## config.mk

```make
export PLATFORM = sky130hd
export DESIGN_NAME = pba_arbiter
export DESIGN_NICKNAME = d
export VERILOG_FILES = /design/src/pkg/pba_pkg.sv /design/src/design/pba_pick.sv /design/src/design/pba_arbiter.sv
export SDC_FILE = /design/constraint.sdc
export NUM_CORES = 1
export LEC_CHECK = 0
export BUFFER_PORTS_ARGS = -buffer_cell sky130_fd_sc_hd__buf_2
export CORE_MARGIN = 2
export CORE_UTILIZATION = 56
export DETAILED_ROUTE_END_ITERATION = 10
export PLACE_DENSITY_LB_ADDON = 0.2
export SLEW_MARGIN = 20
export SYNTH_ARGS = -nofsm -noshare
export SYNTH_HDL_FRONTEND = slang
export SYNTH_SLANG_ARGS = --single-unit
```

## constraint.sdc

```tcl
create_clock -name clk -period 4.68 [get_ports clk]
set_clock_uncertainty 0.15 [all_clocks]
set_input_delay 0.468 -clock clk [delete_from_list [all_inputs] [get_ports clk]]
set_output_delay 0.468 -clock clk [all_outputs]
set_load 0.005 [all_outputs]
```

## src/pkg/pba_pkg.sv

```systemverilog
package pba_pkg;
  // Requestor count and indices: 0..6 external, 7 is the bridge's own master
  localparam int unsigned NUM_REQ    = 8;
  localparam int unsigned NUM_EXT    = 7;
  localparam int unsigned BRIDGE_IDX = 7;

  // Priority scheme codes
  localparam logic [1:0] SCHEME_FIXED = 2'h0;
  localparam logic [1:0] SCHEME_RR    = 2'h1;
  localparam logic [1:0] SCHEME_MIXED = 2'h2;
  localparam logic [1:0] SCHEME_RST   = SCHEME_FIXED;

  // Order field reset value
  localparam logic [2:0] ORDER_RST = 3'h0;

  // Parking codes
  localparam logic [3:0] PARK_LAST   = 4'h0;
  localparam logic [3:0] PARK_BRIDGE = 4'h8;
  localparam logic [3:0] PARK_NONE   = 4'hf;
  localparam logic [3:0] PARK_RST    = PARK_BRIDGE;

  // Grant engine states
  typedef enum logic [2:0] {
    PBA_IDLE  = 3'b001,
    PBA_GRANT = 3'b010,
    PBA_LOCK  = 3'b100
  } pba_state_t;
endpackage

```

## src/design/pba_pick.sv

```systemverilog
`timescale 1ns/1ps
// Combinational winner selection for all three schemes
module pba_pick #(
  parameter int unsigned N = 8
) (
  input  wire logic [N-1:0] req,
  input  wire logic [1:0]   scheme,
  input  wire logic [2:0]   order,
  input  wire logic [2:0]   last,
  input  wire logic [3:0]   pair_last,
  output logic              any,
  output logic [2:0]        win
);
  // Fixed rank: position k holds requestor (6 - k + order) mod 8 (7 = bridge)
  function automatic logic [2:0] fixed_at(input logic [2:0] ord, input logic [2:0] k);
    fixed_at = 3'h6 - k + ord;
  endfunction

  logic [2:0] fix_w;
  logic [2:0] rr_w;
  logic [2:0] mix_w;
  logic       f_hit;
  logic       r_hit;
  logic       m_hit;
  logic [2:0] idx;
  logic [1:0] grp;
  logic [2:0] hi;
  logic [2:0] lo;

  // Scan candidate lists; first hit wins
  always_comb begin
    fix_w = 3'h0;
    rr_w  = 3'h0;
    mix_w = 3'h0;
    f_hit = 1'b0;
    r_hit = 1'b0;
    m_hit = 1'b0;
    idx   = 3'h0;
    grp   = 2'h0;
    hi    = 3'h0;
    lo    = 3'h0;
    for (int k = 0; k < 8; k++) begin
      idx = fixed_at(order, 3'(k));
      if (!f_hit && req[idx]) begin
        f_hit = 1'b1;
        fix_w = idx;
      end
      idx = last - 3'(k) - 3'h1;
      if (!r_hit && req[idx]) begin
        r_hit = 1'b1;
        rr_w  = idx;
      end
    end
    // Group g holds requestors 6-2g and 5-2g (group 3 = 0 and bridge)
    for (int k = 0; k < 4; k++) begin
      grp = 2'(k) - order[1:0];
      hi  = 3'h6 - {grp, 1'b0};
      lo  = hi - 3'h1;
      if (!m_hit && (req[hi] || req[lo])) begin
        m_hit = 1'b1;
        // Alternate within the pair: the member not served last goes first
        if (req[hi] && req[lo]) begin
          mix_w = pair_last[grp] ? lo : hi;
        end else begin
          mix_w = req[hi] ? hi : lo;
        end
      end
    end
  end

  assign any = |req;
  assign win = (scheme == pba_pkg::SCHEME_RR)    ? rr_w :
               (scheme == pba_pkg::SCHEME_MIXED) ? mix_w : fix_w;
endmodule // pba_pick

```

## src/design/pba_arbiter.sv

```systemverilog
`timescale 1ns/1ps
// Operation
// - Eight requestors: bridge master plus seven external request/grant pairs.
// - Arbiter enable is a strap sampled at reset; high enables.
// - Disabled: pin 0 becomes bridge grant in/request out; grants float in reset.
// - Scheme selects fixed, round robin or mixed; fixed after reset.
// - Fixed order 000 ranks 6..0 then bridge; each step rotates one place.
// - Order field resets to 000.
// - Round robin rotates fairly and ignores the order field.
// - Mixed groups: 6/5, 4/3, 2/1, 0/bridge.
// - Mixed: round robin within group, fixed priority among groups.
// - Mixed group order rotates with order field values 000 to 011.
// - Park code: 0 last, 1-7 requestor 6..0, 8 bridge, f none.
// - Park field resets to bridge.
// - Hold-on-lock keeps the locking agent's grant until lock releases and the bus is idle.
// - Without hold-on-lock, locked cycles arbitrate as normal ones.
module pba_arbiter #(
  parameter int unsigned NUM_EXT = pba_pkg::NUM_EXT
) (
  input  wire logic               clk,
  input  wire logic               rst_n,
  input  wire logic               strap_enable,
  input  wire logic [1:0]         priority_scheme_sel,
  input  wire logic [2:0]         priority_order_sel,
  input  wire logic [3:0]         park_target_sel,
  input  wire logic               hold_grant_on_lock,
  input  wire logic [NUM_EXT-1:0] ext_request_in_n,
  output logic      [NUM_EXT-1:0] ext_grant_out_n,
  output logic      [NUM_EXT-1:0] ext_grant_oe,
  input  wire logic               bridge_req,
  output logic                    bridge_gnt,
  input  wire logic               frame_n,
  input  wire logic               irdy_n,
  input  wire logic               lock_n,
  output logic                    arb_enabled
);
  logic                   en_reg;
  logic                   seen_reg;
  logic [1:0]             scheme_reg;
  logic [2:0]             order_reg;
  logic [3:0]             park_reg;
  logic [1:0]             scheme_next;
  logic [2:0]             order_next;
  logic [3:0]             park_next;
  pba_pkg::pba_state_t    state_reg;
  pba_pkg::pba_state_t    state_next;
  logic [2:0]             owner_reg;
  logic [2:0]             owner_next;
  logic                   gnt_valid_reg;
  logic                   gnt_valid_next;
  logic [2:0]             last_reg;
  logic [3:0]             pair_last_reg;
  logic [NUM_EXT-1:0]     gnt_n_reg;
  logic [NUM_EXT-1:0]     oe_reg;
  logic                   bgnt_reg;
  logic [7:0]             req_vec;
  logic                   any_req;
  logic [2:0]             win;
  logic                   bus_idle;
  logic                   lock_seen;
  logic                   park_valid;
  logic [2:0]             park_idx;
  logic [NUM_EXT-1:0]     ext_gnt_n_next;
  logic [2:0]             idle_pick;
  logic [2:0]             win_dist;

  // Request vector; in disabled mode it is all zero, so nothing is arbitrated
  assign req_vec  = en_reg ? {bridge_req, ~ext_request_in_n} : 8'h00;
  assign bus_idle = frame_n && irdy_n;
  assign lock_seen = hold_grant_on_lock && !lock_n && !frame_n;

  pba_pick #(
    .N (8)
  ) u_pick (
    .req       (req_vec),
    .scheme    (scheme_reg),
    .order     (order_reg),
    .last      (last_reg),
    .pair_last (pair_last_reg),
    .any       (any_req),
    .win       (win)
  );

  // Parking decode: code n in 1..7 parks on requestor 7-n
  assign park_valid = (park_reg != pba_pkg::PARK_NONE) && (park_reg <= pba_pkg::PARK_BRIDGE);
  assign park_idx   = (park_reg == pba_pkg::PARK_LAST)   ? last_reg :
                      (park_reg == pba_pkg::PARK_BRIDGE) ? 3'(pba_pkg::BRIDGE_IDX) :
                      3'h7 - park_reg[2:0];

  // Idle target; a live grant to someone else must drop for a clock first
  assign idle_pick = any_req ? win : park_idx;
  // Group of the winner is half its distance below requestor 6; bridge wraps to 3
  assign win_dist  = 3'h6 - win;

  // Config is latched while idle so a mode change never splits a grant
  assign scheme_next = (priority_scheme_sel == 2'h3) ? scheme_reg : priority_scheme_sel;
  assign order_next  = priority_order_sel;
  assign park_next   = park_target_sel;

  // Grant engine: release before regrant gives one idle turnaround clock
  always_comb begin
    state_next     = state_reg;
    owner_next     = owner_reg;
    gnt_valid_next = gnt_valid_reg;
    case (state_reg)
      pba_pkg::PBA_IDLE: begin
        if (gnt_valid_reg && (any_req || park_valid) && idle_pick != owner_reg) begin
          gnt_valid_next = 1'b0;
        end else if (any_req) begin
          state_next     = pba_pkg::PBA_GRANT;
          owner_next     = win;
          gnt_valid_next = 1'b1;
        end else if (park_valid) begin
          owner_next     = park_idx;
          gnt_valid_next = 1'b1;
        end else begin
          gnt_valid_next = 1'b0;
        end
      end
      pba_pkg::PBA_GRANT: begin
        if (lock_seen) begin
          state_next = pba_pkg::PBA_LOCK;
        end else if (!req_vec[owner_reg] || (bus_idle && any_req && win != owner_reg)) begin
          state_next     = pba_pkg::PBA_IDLE;
          gnt_valid_next = 1'b0;
        end
      end
      pba_pkg::PBA_LOCK: begin
        if (lock_n && bus_idle) begin
          state_next     = pba_pkg::PBA_IDLE;
          gnt_valid_next = 1'b0;
        end
      end
      default: begin
        state_next     = pba_pkg::PBA_IDLE;
        gnt_valid_next = 1'b0;
      end
    endcase
  end

  // Decoded grants, active low
  assign ext_gnt_n_next = ~(NUM_EXT'(gnt_valid_next) << owner_next);

  // Configuration and strap
  always_ff @(posedge clk) begin
    if (!rst_n) begin
      scheme_reg <= pba_pkg::SCHEME_RST;
      order_reg  <= pba_pkg::ORDER_RST;
      park_reg   <= pba_pkg::PARK_RST;
      seen_reg   <= 1'b0;
      en_reg     <= 1'b0;
    end else begin
      seen_reg <= 1'b1;
      if (!seen_reg) begin
        en_reg <= strap_enable;
      end
      if (state_reg == pba_pkg::PBA_IDLE) begin
        scheme_reg <= scheme_next;
        order_reg  <= order_next;
        park_reg   <= park_next;
      end
    end
  end

  // Grant state and history
  always_ff @(posedge clk) begin
    if (!rst_n) begin
      state_reg     <= pba_pkg::PBA_IDLE;
      owner_reg     <= 3'h7;
      gnt_valid_reg <= 1'b0;
      last_reg      <= 3'h7;
      pair_last_reg <= 4'h0;
    end else begin
      state_reg     <= state_next;
      owner_reg     <= owner_next;
      gnt_valid_reg <= gnt_valid_next;
      // History moves only on a real grant, never during the handover gap
      if (state_reg == pba_pkg::PBA_IDLE && state_next == pba_pkg::PBA_GRANT) begin
        last_reg <= win;
        pair_last_reg[win_dist[2:1]] <= ~win[0];
      end
    end
  end

  // Pins: float in reset; disabled mode turns pin 0 into bridge request
  always_ff @(posedge clk) begin
    if (!rst_n) begin
      gnt_n_reg <= '1;
      oe_reg    <= '0;
      bgnt_reg  <= 1'b0;
    end else if (!seen_reg) begin
      gnt_n_reg <= '1;
      oe_reg    <= '0;
      bgnt_reg  <= 1'b0;
    end else if (en_reg) begin
      gnt_n_reg <= ext_gnt_n_next;
      oe_reg    <= '1;
      bgnt_reg  <= gnt_valid_next && owner_next == 3'(pba_pkg::BRIDGE_IDX);
    end else begin
      gnt_n_reg <= {{(NUM_EXT-1){1'b1}}, ~bridge_req};
      oe_reg    <= NUM_EXT'(1);
      bgnt_reg  <= !ext_request_in_n[0];
    end
  end

  assign ext_grant_out_n = gnt_n_reg;
  assign ext_grant_oe    = oe_reg;
  assign bridge_gnt      = bgnt_reg;
  assign arb_enabled     = en_reg;
endmodule // pba_arbiter

```

Word level (Yosys, flattened, before mapping):

Index checks and enable logic that the tools add are counted.

* register bits after elaboration: 40
* bits of input ports: 24
* output and inout bits: 16
* logic and storage cells: 301

* add/subtract/negate cells: 35
* magnitude comparators: 32
* eq/ne operators: 12
* shifts and indexed selects: 1
* multiplexer cells: 137
* bitwise logic cells: 5
* reduce and logical (&&, ||, !) cells: 65

Operator list (count)
* $mux W3: 46
* $lt A3 B4 Y1 const B: 25
* $bmux W1 S3: 25
* $mux W1: 56
* $sub A3 B1 Y3 const B: 12
* $logic_and A1 B1 Y1: 33
* $logic_not A1 Y1: 21
* $sub A3 B3 Y3 const A: 6
* $lt A2 B3 Y1 const B: 5
* $not A7 Y7: 2
* $add A3 B3 Y3 const A: 4
* $sub A3 B3 Y3 const B: 4
* $pmux W3 S3: 1
* $bmux W1 S2: 4
* $mux W8: 1
* $reduce_or A8 Y1: 1
* $mux W7: 1
* $shl A1 B3 Y7: 1
* $add A2 B3 Y3 const A: 2
* $eq A3 B2 Y1 const B: 2
* $eq A3 B3 Y1 const B: 2
* $logic_or A1 B1 Y1: 6
* $ne A3 B3 Y1: 2
* $sub A3 B2 Y3 const B: 2
* 17 further kinds: 23

Longest topological paths before layout:

Gate-level depths: netlist (run 1).

* depth in word-level cells: 37
* gate-level depth with buffers: 20
* gate-level depth less buffers: 17

Modules after synthesis:

A second synthesis (run 1) with hierarchy kept.

* cells, all modules: 517
* area, all modules: 4420.5 µm²

By module, submodules not included
* pba_pick: times used 1, cells an instance 305, area each 2580.0 µm², seq. area each 0.0 µm²
* pba_arbiter: times used 1, cells an instance 212, area each 1840.5 µm², seq. area each 700.7 µm²

Least setup slack after synthesis (run 1):

Ideal clock, no wire load.

* path type: register to register
* from: register last_reg[0]
* to: register pair_last_reg[2]
* setup time: 70 ps
* data arrival time: 4325 ps
* required time: 4460 ps
* setup slack: 135 ps
* cell stages (with the launch flop): 16
* buffers on the path: 3
* path through: dfxtp_1 > buf_6 > buf_6 > inv_1 > ha_1 > buf_2 > mux4_2 > o211ai_2 > nand3_2 > or4_1 > o211ai_1 > nor3_1 > o31a_1 > o41a_1 > or4_1 > a21oi_1

* cells in the longest elaborated chain, start to end: 34

RTL lines
* from (decl): line pba_arbiter.sv:51 `logic [2:0] last_reg;`
* from (signal assigned): line pba_arbiter.sv:179 `last_reg <= win;`
* branches (longest 34 deep; another with $sub A3 B1 Y3)
* to (signal, indexed assignment): line pba_arbiter.sv:180 `pair_last_reg[win_dist[2:1]] <= ~win[0];`
* to (decl): line pba_arbiter.sv:52 `logic [3:0] pair_last_reg;`

Parallel ways; which one is timed is not known. The select of a mux whose other input is x is not followed.
A chain may end at the register's enable or synchronous reset.

Worst setup path in the final report (run 1):

* from: register order_reg[0]
* to: register pair_last_reg[2]

* cells in the longest elaborated chain, start to end: 35

RTL lines
* from (decl): line pba_arbiter.sv:40 `logic [2:0] order_reg;`
* from (signal assigned): line pba_arbiter.sv:148 `order_reg <= pba_pkg::ORDER_RST;`
* from (signal assigned): line pba_arbiter.sv:159 `order_reg <= order_next;`
* $add A3 B3 Y3: line pba_pick.sv:16 `fixed_at = 3'h6 - k + ord;`
* $bmux W1 S3: line pba_pick.sv:44 `if (!f_hit && req[idx]) begin`
* $mux W1 (implied by the code): line pba_pick.sv:44
* $mux W1: line pba_pick.sv:44
* $logic_not A1 Y1: line pba_pick.sv:44
* $logic_and A1 B1 Y1: line pba_pick.sv:44
* $mux W1: line pba_pick.sv:44
* $logic_not A1 Y1: line pba_pick.sv:44
* (+12 left out)
* $logic_and A1 B1 Y1: line pba_pick.sv:44
* $mux W1: line pba_pick.sv:44
* $logic_not A1 Y1: line pba_pick.sv:44
* $logic_and A1 B1 Y1: line pba_pick.sv:44
* $mux W3: line pba_pick.sv:44
* $mux W3 *: line pba_pick.sv:73 `(scheme == pba_pkg::SCHEME_MIXED) ? mix_w : fix_w;`
* $mux W3 *: line pba_pick.sv:72 `assign win = (scheme == pba_pkg::SCHEME_RR) ? rr_w :`
* branches (longest 8 deep; another with $sub A3 B3 Y3)

Mark *: on every way between the ends. The select of a mux whose other input is x is not followed.

==> results of run 1 <==
cells by family after synthesis:
family,count (synthesis)
AND/OR/NAND/NOR,239
AO/OA/AOI/OAI,183
buffers and inverters,62
multiplexers,49
flip-flops,35
XOR/XNOR,12
adder cells (fa/ha/maj),6
through the flow:
step	total power [mW]	utilization [%]	hold slack, ns	setup WS (ns)
after global routing	1.57	64.5	0.259	-0.00537
after CTS	1.44	63.6	0.225	0.0400
after detailed placement	1.16	62.1	0.382	0.0753
after floorplan	0.975	-	0.334	0.135
after global placement	1.15	62.1	0.373	0.0724
final	1.48	64.5	0.228	0.191
synthesized netlist by cell type (5+ instances only):
cell type	count	area share [%]
ha_1	6	1.6
mux4_2	17	8.4
and2_1	11	1.5
a211oi_1	11	1.8
o211ai_1	6	0.99
nand2_1	64	5.3
nor3_1	22	2.4
buf_2	14	1.5
a21oi_1	31	3.4
nor2b_1	16	2.2
o32ai_1	5	0.96
nand2b_1	13	1.8
o21ai_0	32	3.5
o31ai_1	8	1.3
a211o_1	5	0.96
nor2_1	44	3.6
o22ai_1	5	0.69
inv_1	19	1.6
buf_4	9	1.5
dfxtp_1	35	15
or3_1	5	0.69
o21a_1	7	1.2
a22oi_1	7	1.2
nand4_1	5	0.69
xnor2_1	9	1.7
o22a_1	5	0.96
buf_6	5	1.2
clkbuf_1	10	0.82
mux2i_1	21	4.6
nand3_1	23	2.5
mux2_2	5	1.2
nor4_1	9	1.2
final cells by class:
type / count / area share (%)
Inverter: 23 / 1.79
Clock inverter: 3 / 0.869
Multi-Input combinational cell: 489 / 71.1
Timing Repair Buffer: 68 / 8.35
Clock buffer: 5 / 1.37
Sequential cell: 35 / 14.0
Tap cell: 102 / 2.53
worst max-delay path by stage:
stage	start	end	slack, ns	cells past startpoint
final	order_reg[0]	pair_last_reg[2]	0.19	15
after global routing	order_reg[1]	pair_last_reg[2]	-0.005	15
after CTS	last_reg[0]	pair_last_reg[2]	0.04	14
after detailed placement	last_reg[0]	pair_last_reg[2]	0.08	14
after global placement	last_reg[0]	pair_last_reg[2]	0.07	14
after floorplan	last_reg[0]	pair_last_reg[2]	0.13	15
what timing repair did:
item / 4_1_cts / 5_1_grt
resized for setup: 0 / 15
setup endpoints to repair: 0 / 19
setup buffers: 0 / 1
hold buffers: 0 / 0
report_power, final:
group          leakage, nW  internal, mW  switching (mW)  total [mW]
Clock               0.0581         0.159           0.121       0.280
Sequential           0.288         0.325          0.0470       0.372
Combinational         1.60         0.336           0.492       0.828
critical path: stages (launching register included):
cell	delay (ns)
dfxtp_2	0.36
inv_2	0.08
ha_1	0.37
buf_6	0.19
and2_2	0.24
o21a_1	0.16
nor2_1	0.16
nand3b_1	0.25
o32a_1	0.28
o311ai_4	0.32
o21a_1	0.22
a21oi_2	0.09
o31a_1	0.31
o41a_1	0.54
or4_1	0.55
a21oi_1	0.12
routing by layer:
layer,global-route usage (%),vias up
li1,-,2306
met1,48.7,2352
met2,51.2,236
met3,4.41,36
met4,10.5,0
met5,0,-
==> metrics.txt, run 1 <==
Vias per Instance=6.80; WL met3=roughly 1200 microns; simple-gate area share of the yosys netlist=a little over a quarter; final setup fails=0; die area=between 8000 and 9000 sq um; Via Count=4,930; CORE AREA=around 7800 sq um; Area growth, synth to finish=10.6%; cells after synthesis=just under 600; worst-margin pin slew=between 0.6 and 0.7 ns; wire per inst=between 15 and 20 microns; ys async rst share=0%; share of cells above drive strength 1=a little under a quarter; register area=703 sq um; pin count of the biggest net entering global routing=23; Synth Flop Type=dfxtp_1; DP Area=slightly below 5000 sq um; register area share after synthesis=around 15%; sink of the worst hold path=park_reg[3]; MaxCap Viol Count=0; count of flip-flops with a built-in enable after synthesis=0; # DRC=0; Seq cells post-synth=35; IO Count=40; outcome=finished clean; GRT overflow=0; Setup crit start kind=flop; Hold Vio Cnt, Final=0; Worst EP required=about 4.8 ns; largest family of logic cells by synthesized area=compound AO/OA/AOI/OAI gates; post-route insts no fill=725; Final period util=approximately 96%; Slew Limit Fails=0; worst hold path type=primary input to flop; max FFs per register=7; CTS tree=built; P_leak=~2 nW; hold_sp=park_target_sel[3]; M1 WL=about 6400 microns; TNS Setup=0 ns; Synth Area in Compound Gates=~31%; nets=between 600 and 700; DR iter-0 viols=approximately 360; Die Height=about 94 microns; Filler Cell Count=718; Multi-input gate area=about 3600 sq um; most common cell after layout, fill and taps aside=nand2_1; WHS Path Cells=3; die width=94.2 microns; PortBufs=39; design area=approximately 5000 sq um; Num CTS Buffers=5; syn_nets=approximately 620; Ys Warns=0; clk slew on worst S/H paths=~0.08 ns; vias in the first global route=about 4.6k; met2 WL=between 6000 and 7000 microns; crit path DAT=4.56 ns; reg2reg setup slack=~0.19 ns; Reg2Reg Depth=15; H-tree depth=2; f_max=0.223 GHz; fin crit period=4.49 ns; Root Buffer=clkbuf_8; Syn Area/Cell=just under 8 sq um; antenna violations before repair=0; post-synthesis adder-cell area fraction=1.65%; critical path capture point type=flop; row count=32; RD Place Congestion=roughly 0.99; CTS sink cnt=35; Crit Reg-Reg Endpoint=pair_last_reg[2]; count of different cell masters after synthesis=90; Routed Antenna Nets=0; DR top layer=met4; Inst Count DP=about 720; launch point of the worst reg-to-reg path=order_reg[0]; HPWL Detailed=around 11,000 microns; VDD IR max=approximately 0.00024 V; Synth Area in XOR/XNOR=under 10%; CTS max path bufs=2; mux contribution to synthesized area=~16%; Detailed Route WL=~14,000 microns; initial core utilization=58.3%; first-pass GRT wire length=23,400 microns; Slew HR=between 50 and 60%; netlist area before placement=around 4600 sq um; clk_lat worst skew=approximately 0.29 ns; commonest cells after routing, fill and taps aside=64 x nand2_1, 44 x nor2_1, 39 x buf_2, 33 x dfxtp_1, 32 x o21ai_0; PD cells=roughly 290 nW/um^2; crit path kind=flop to flop; DR pass1 iterations=5; worst-path maximum fanout=20; total global-route track usage=between 30 and 40%; ANT cells=0
No activity file was read; power rests on OpenSTA's default activity.
==> run 2: changes to the inputs <==
Settings changed: CELL_PAD_IN_SITES_DETAIL_PLACEMENT set to 1, CELL_PAD_IN_SITES_GLOBAL_PLACEMENT set to 2, CORE_UTILIZATION 56 to 33.
==> run 2 against run 1 <==
Worst setup slack worse by 0.020 ns. Via count is 0.20% higher. Global-route usage is 10 points lower. Clock power is 22% higher. Flip-flop and latch count stayed put. Non-clock buffer count is 5 higher. Critical path type unchanged.
==> metrics.txt, run 2 (same netlist as run 1, synthesis figures left out) <==
outcome=finished clean; CTS tree=built; row count=42; crit path DAT=4.56 ns; Setup crit start kind=flop; CP delay by family, top=simple AND/OR/NAND/NOR gates; Routed Antenna Nets=0; Sequential Power Share=between 20% and 30%; CORE AREA=approximately 13,000 sq um; vias in the first global route=just under 5k; commonest cells after routing, fill and taps aside=64 x nand2_1, 44 x nor2_1, 39 x buf_2, 32 x o21ai_0, 32 x dfxtp_1; Slew Limit Fails=0; critical path's slowest cell=nor4_1; PD cells=approximately 300 nW/um^2; clock network power share=a little over a fifth; # DRC=0; final worst slack=around 0.17 ns; RD Place Congestion=around 0.88; Via Count=between 4k and 5k; Vias per Instance=just over 6; Filler Cell Count=roughly 1.7k; f_max=around 0.22 GHz; nets=657; DR iter-0 viols=approximately 410; VDD IR max=around 0.00018 V; clk slew on worst S/H paths=0.06 ns; Crit Reg-Reg Endpoint=pair_last_reg[2]; Area growth, synth to finish=16.4%; worst hold path type=primary input to flop; antenna violations before repair=0; Die Height=121 microns; sink of the worst hold path=park_reg[3]; launch point of the worst reg-to-reg path=order_reg[0]; Psw=0.706 mW; critical path capture point type=flop; hold_sp=park_target_sel[3]; most common cell after layout, fill and taps aside=nand2_1; pin count of the biggest net entering global routing=42; combinational power share=a little under three fifths; CTS sink cnt=35; die area=14,800 sq um; cell internal pwr=between 0.8 and 0.9 mW; die width=121 microns; ANT cells=0; Final period util=around 96%; max FFs per register=7; TNS Setup=0 ns; total global-route track usage=between 20% and 30%; Root Buffer=clkbuf_16; initial core utilization=~34%; H-tree depth=2; IO Count=40; Num CTS Buffers=5; PortBufs=39; reg2reg setup slack=approximately 0.17 ns; sw frac=44.0%; final setup fails=0; Critical path buffers and inverters=2; first-pass GRT wire length=between 20,000 and 30,000 microns; register area=between 700 and 800 sq um; crit path kind=flop to flop; share of cells above drive strength 1=24.7%; Multi-input gate area=3650 sq um; Reg2Reg Depth=15; Setup WS pre-CTS=-0.127 ns; Largest stage delay, worst path=about 0.55 ns; wire per inst=roughly 22 microns; Design Power=around 1.6 mW; Slew HR=a little over two fifths; P_leak=about 2.0 nW; fin crit period=between 4 and 5 ns; CTS max path bufs=2; worst-margin pin slew=between 0.8 and 0.9 ns; Worst EP required=4.74 ns; worst path cell trace=inv_2 -> ha_4 -> and2_1 -> o21a_1 -> nor2_1 -> nand3b_1 -> buf_4 -> nor4_1 -> o311ai_4 -> o21a_1 -> a21oi_1 -> nor4_1 -> o41a_1 -> or4_1 -> a21oi_1; MaxCap Viol Count=0; Detailed Route WL=between 15,000 and 20,000 microns; worst-path maximum fanout=13; Hold Vio Cnt, Final=0; GRT overflow=0; clk_lat worst skew=between 0.2 and 0.3 ns; HPWL Detailed=between 10,000 and 15,000 microns; DR pass1 iterations=5; WHS Path Cells=3
[run 2: changes by cell type in the layout (fill, tap and decap cells not counted), sizes merged]
cell and delta:
bufinv -1, clkbuf +3, clkinvlp -1, buf +4
[run 2: layout make-up]
type / count / area share, %
Multi-Input combinational cell: 489 / 68.9
Sequential cell: 35 / 13.3
Timing Repair Buffer: 73 / 9.14
Tap cell: 176 / 4.16
Clock buffer: 7 / 2.69
Inverter: 23 / 1.65
Clock inverter: 1 / 0.165
[run 2: per-stage QoR]
| stage | hold slack (ns) | instances | cell area (sq um) | utilization (%) |
|---|---|---|---|---|
| 2_1_floorplan | 0.334 | 586 | 4550 | - |
| 3_3_place_gp | 0.381 | 792 | 4970 | 37.2 |
| 3_5_place_dp | 0.399 | 792 | 4970 | 37.2 |
| 4_1_cts | 0.256 | 800 | 5140 | 38.5 |
| 5_1_grt | 0.291 | 804 | 5300 | 39.7 |
| 6_report | 0.255 | 804 | 5300 | 39.7 |
[run 2: metal layers]
| metal | routed length [microns] | global-route usage [%] | up-vias |
|---|---|---|---|
| met4 | 225 | 5.53 | 0 |
| li1 | - | - | 2307 |
| met3 | 691 | 2.73 | 23 |
| met2 | 8230 | 38.7 | 129 |
| met5 | 0 | 0 | - |
| met1 | 8160 | 32.7 | 2481 |
[run 2: how the worst max path moves through the flow]
stage | startpoint | endpoint | slack (ns) | cells after the start
floorplan | last_reg[0] | pair_last_reg[2] | 0.13 | 15
global placement | last_reg[0] | pair_last_reg[2] | -0.03 | 14
detailed placement | order_reg[0] | pair_last_reg[2] | -0.13 | 15
CTS | order_reg[0] | pair_last_reg[2] | 0.03 | 15
global route | order_reg[0] | pair_last_reg[2] | -0.1 | 15
finish | order_reg[0] | pair_last_reg[2] | 0.17 | 15
[run 2: power by group through the flow]
stage | registers, mW | logic [mW] | clock network [mW]
after floorplan | 0.358 | 0.617 | 0
after global placement | 0.376 | 0.808 | 0
after detailed placement | 0.379 | 0.828 | 0
after CTS | 0.372 | 0.838 | 0.346
after global routing | 0.381 | 0.968 | 0.356
final | 0.376 | 0.888 | 0.342
[run 2: repair_timing]
item	CTS	global route
endpoints found under the setup margin	10	16
gates resized for setup	4	20
setup buffers	0	3
gates cloned	0	1
hold buffers	0	0
pin swaps	0	3
[run 2: worst reg2reg max path, delay by kind of cell (launching register included)]
kind	cells	cell delay, ns
AND/OR/NAND/NOR	6	1.80
AO/OA/AOI/OAI	6	1.48
flip-flops	1	0.40
adder cells (fa/ha/maj)	1	0.31
buffers and inverters	2	0.30
==> run 3: changes to the inputs <==
Settings changed: CELL_PAD_IN_SITES_DETAIL_PLACEMENT 1 to 0, CELL_PAD_IN_SITES_GLOBAL_PLACEMENT 2 to 1, CORE_UTILIZATION 33 to 41.
==> run 3 against run 2 <==
Count of clock-buffer cells in the layout down 2. Via count down 3.4%. Routed wire length fell by 13%. First-iteration DRC count increased by 20%. Critical path depth fell by 3. Design area shrank 3.7%. Critical endpoint unchanged.
==> metrics.txt, run 3 (same netlist as run 1, synthesis figures left out) <==
max FFs per register=7; Vias per Instance=about 6.3; final setup fails=0; commonest cells after routing, fill and taps aside=64 x nand2_1, 44 x nor2_1, 39 x buf_2, 35 x dfxtp_1, 32 x o21ai_0; final worst slack=~0.14 ns; Setup crit start kind=flop; Via Count=around 4.8k; share of cells above drive strength 1=23.2%; worst-path maximum fanout=7; Slew Limit Fails=0; DP Area=4890 sq um; Root Buffer=clkbuf_8; Reg2Reg Depth=12; clk_lat worst skew=0.29 ns; fin crit period=4.54 ns; first-pass GRT wire length=approximately 24,000 microns; crit path kind=flop to flop; Detailed Route WL=between 10,000 and 15,000 microns; f_max=roughly 0.22 GHz; Die Height=~110 microns; design area=between 5000 and 6000 sq um; reg2reg setup slack=0.14 ns; fin util=between 40% and 50%; WHS Path Cells=3; P_leak=slightly below 2 nW; crit path DAT=between 4 and 5 ns; VDD IR max=0.000262 V; PortBufs=39; Setup WS pre-CTS=~0.022 ns; vias in the first global route=~4.4k; Design Power=approximately 1.5 mW; CTS sink cnt=35; nets=650; pin count of the biggest net entering global routing=28; worst-margin pin slew=between 0.8 and 0.9 ns; MaxCap Viol Count=0; # DRC=0; row count=38; CTS tree=built; IO Count=40; Routed Antenna Nets=0; most common cell after layout, fill and taps aside=nand2_1; die area=about 12,000 sq um; Slew HR=between 40% and 50%; CORE AREA=between 10,000 and 15,000 sq um; PD cells=293 nW/um^2; ANT cells=0; clk slew on worst S/H paths=~0.08 ns; H-tree depth=2; RD Place Congestion=0.960; DR iter-0 viols=484; die width=around 110 microns; critical path capture point type=flop; worst hold path type=primary input to flop; Num CTS Buffers=5; Area growth, synth to finish=12.1%; DR pass1 iterations=5; TNS Setup=0 ns; HPWL Detailed=between 10,000 and 15,000 microns; Hold Vio Cnt, Final=0; wire per inst=19.7 microns; antenna violations before repair=0; initial core utilization=a little over two fifths; CTS max path bufs=2; Worst EP required=4.75 ns; Final period util=between 90% and 100%; GRT overflow=0; outcome=finished clean; total global-route track usage=25.5%; CTS Hold Bufs=0
## run 3: report_power, final
group          switching (mW)  leakage (nW)  internal, mW
combinational           0.501          1.59         0.345
clock                   0.120        0.0581         0.159
sequential             0.0444         0.287         0.324
total                   0.666          1.94         0.828
## run 3: through the flow
| step | hold slack (ns) | cells |
|---|---|---|
| 6_report | 0.236 | 761 |
| 5_1_grt | 0.243 | 761 |
| 4_1_cts | 0.232 | 759 |
| 3_5_place_dp | 0.389 | 751 |
| 3_3_place_gp | 0.382 | 751 |
| 2_1_floorplan | 0.334 | 586 |
## run 3: worst max-delay path, cell delays in order (launching register included)
cell and delay [ns]:
dfxtp_1 0.36, inv_1 0.16, ha_2 0.42, mux4_2 0.56, o211ai_4 0.27, nand3_2 0.18, or4_1 0.53, o211ai_1 0.17
nor3_1 0.16, o31a_1 0.36, o41a_1 0.45, or4_1 0.55, a21oi_1 0.14
## run 3: final timing paths
path                                          from               end
worst min register to register         park_reg[0]       park_reg[0]
worst min-delay path            park_target_sel[3]       park_reg[3]
worst max-delay path                   last_reg[0]  pair_last_reg[2]
worst max register to register         last_reg[0]  pair_last_reg[2]
## run 3: what timing repair did
action | 4_1_cts | 5_1_grt
hold endpoints to repair | 0 | 0
buffers inserted | 0 | 2
setup endpoints to repair | 1 | 12
pin swaps | 0 | 1
resized for setup | 3 | 14
## run 3: final cells by class
type,instances,area [sq um]
clock buffers,5,68.8
clock inverters,3,43.8
fillers,1110,5740
inverters,23,87.6
multi-input cells,489,3610
flip-flops and latches,35,701
well taps,140,175
repair buffers,66,418
## run 3: layer usage
metal / GRT usage (%) / routed length (microns) / up-vias
li1: - / - / 2303
met1: 37.6 / 7010 / 2262
met2: 40.3 / 6720 / 184
met3: 2.02 / 986 / 22
met4: 5.88 / 262 / 0
met5: 0 / 0 / -
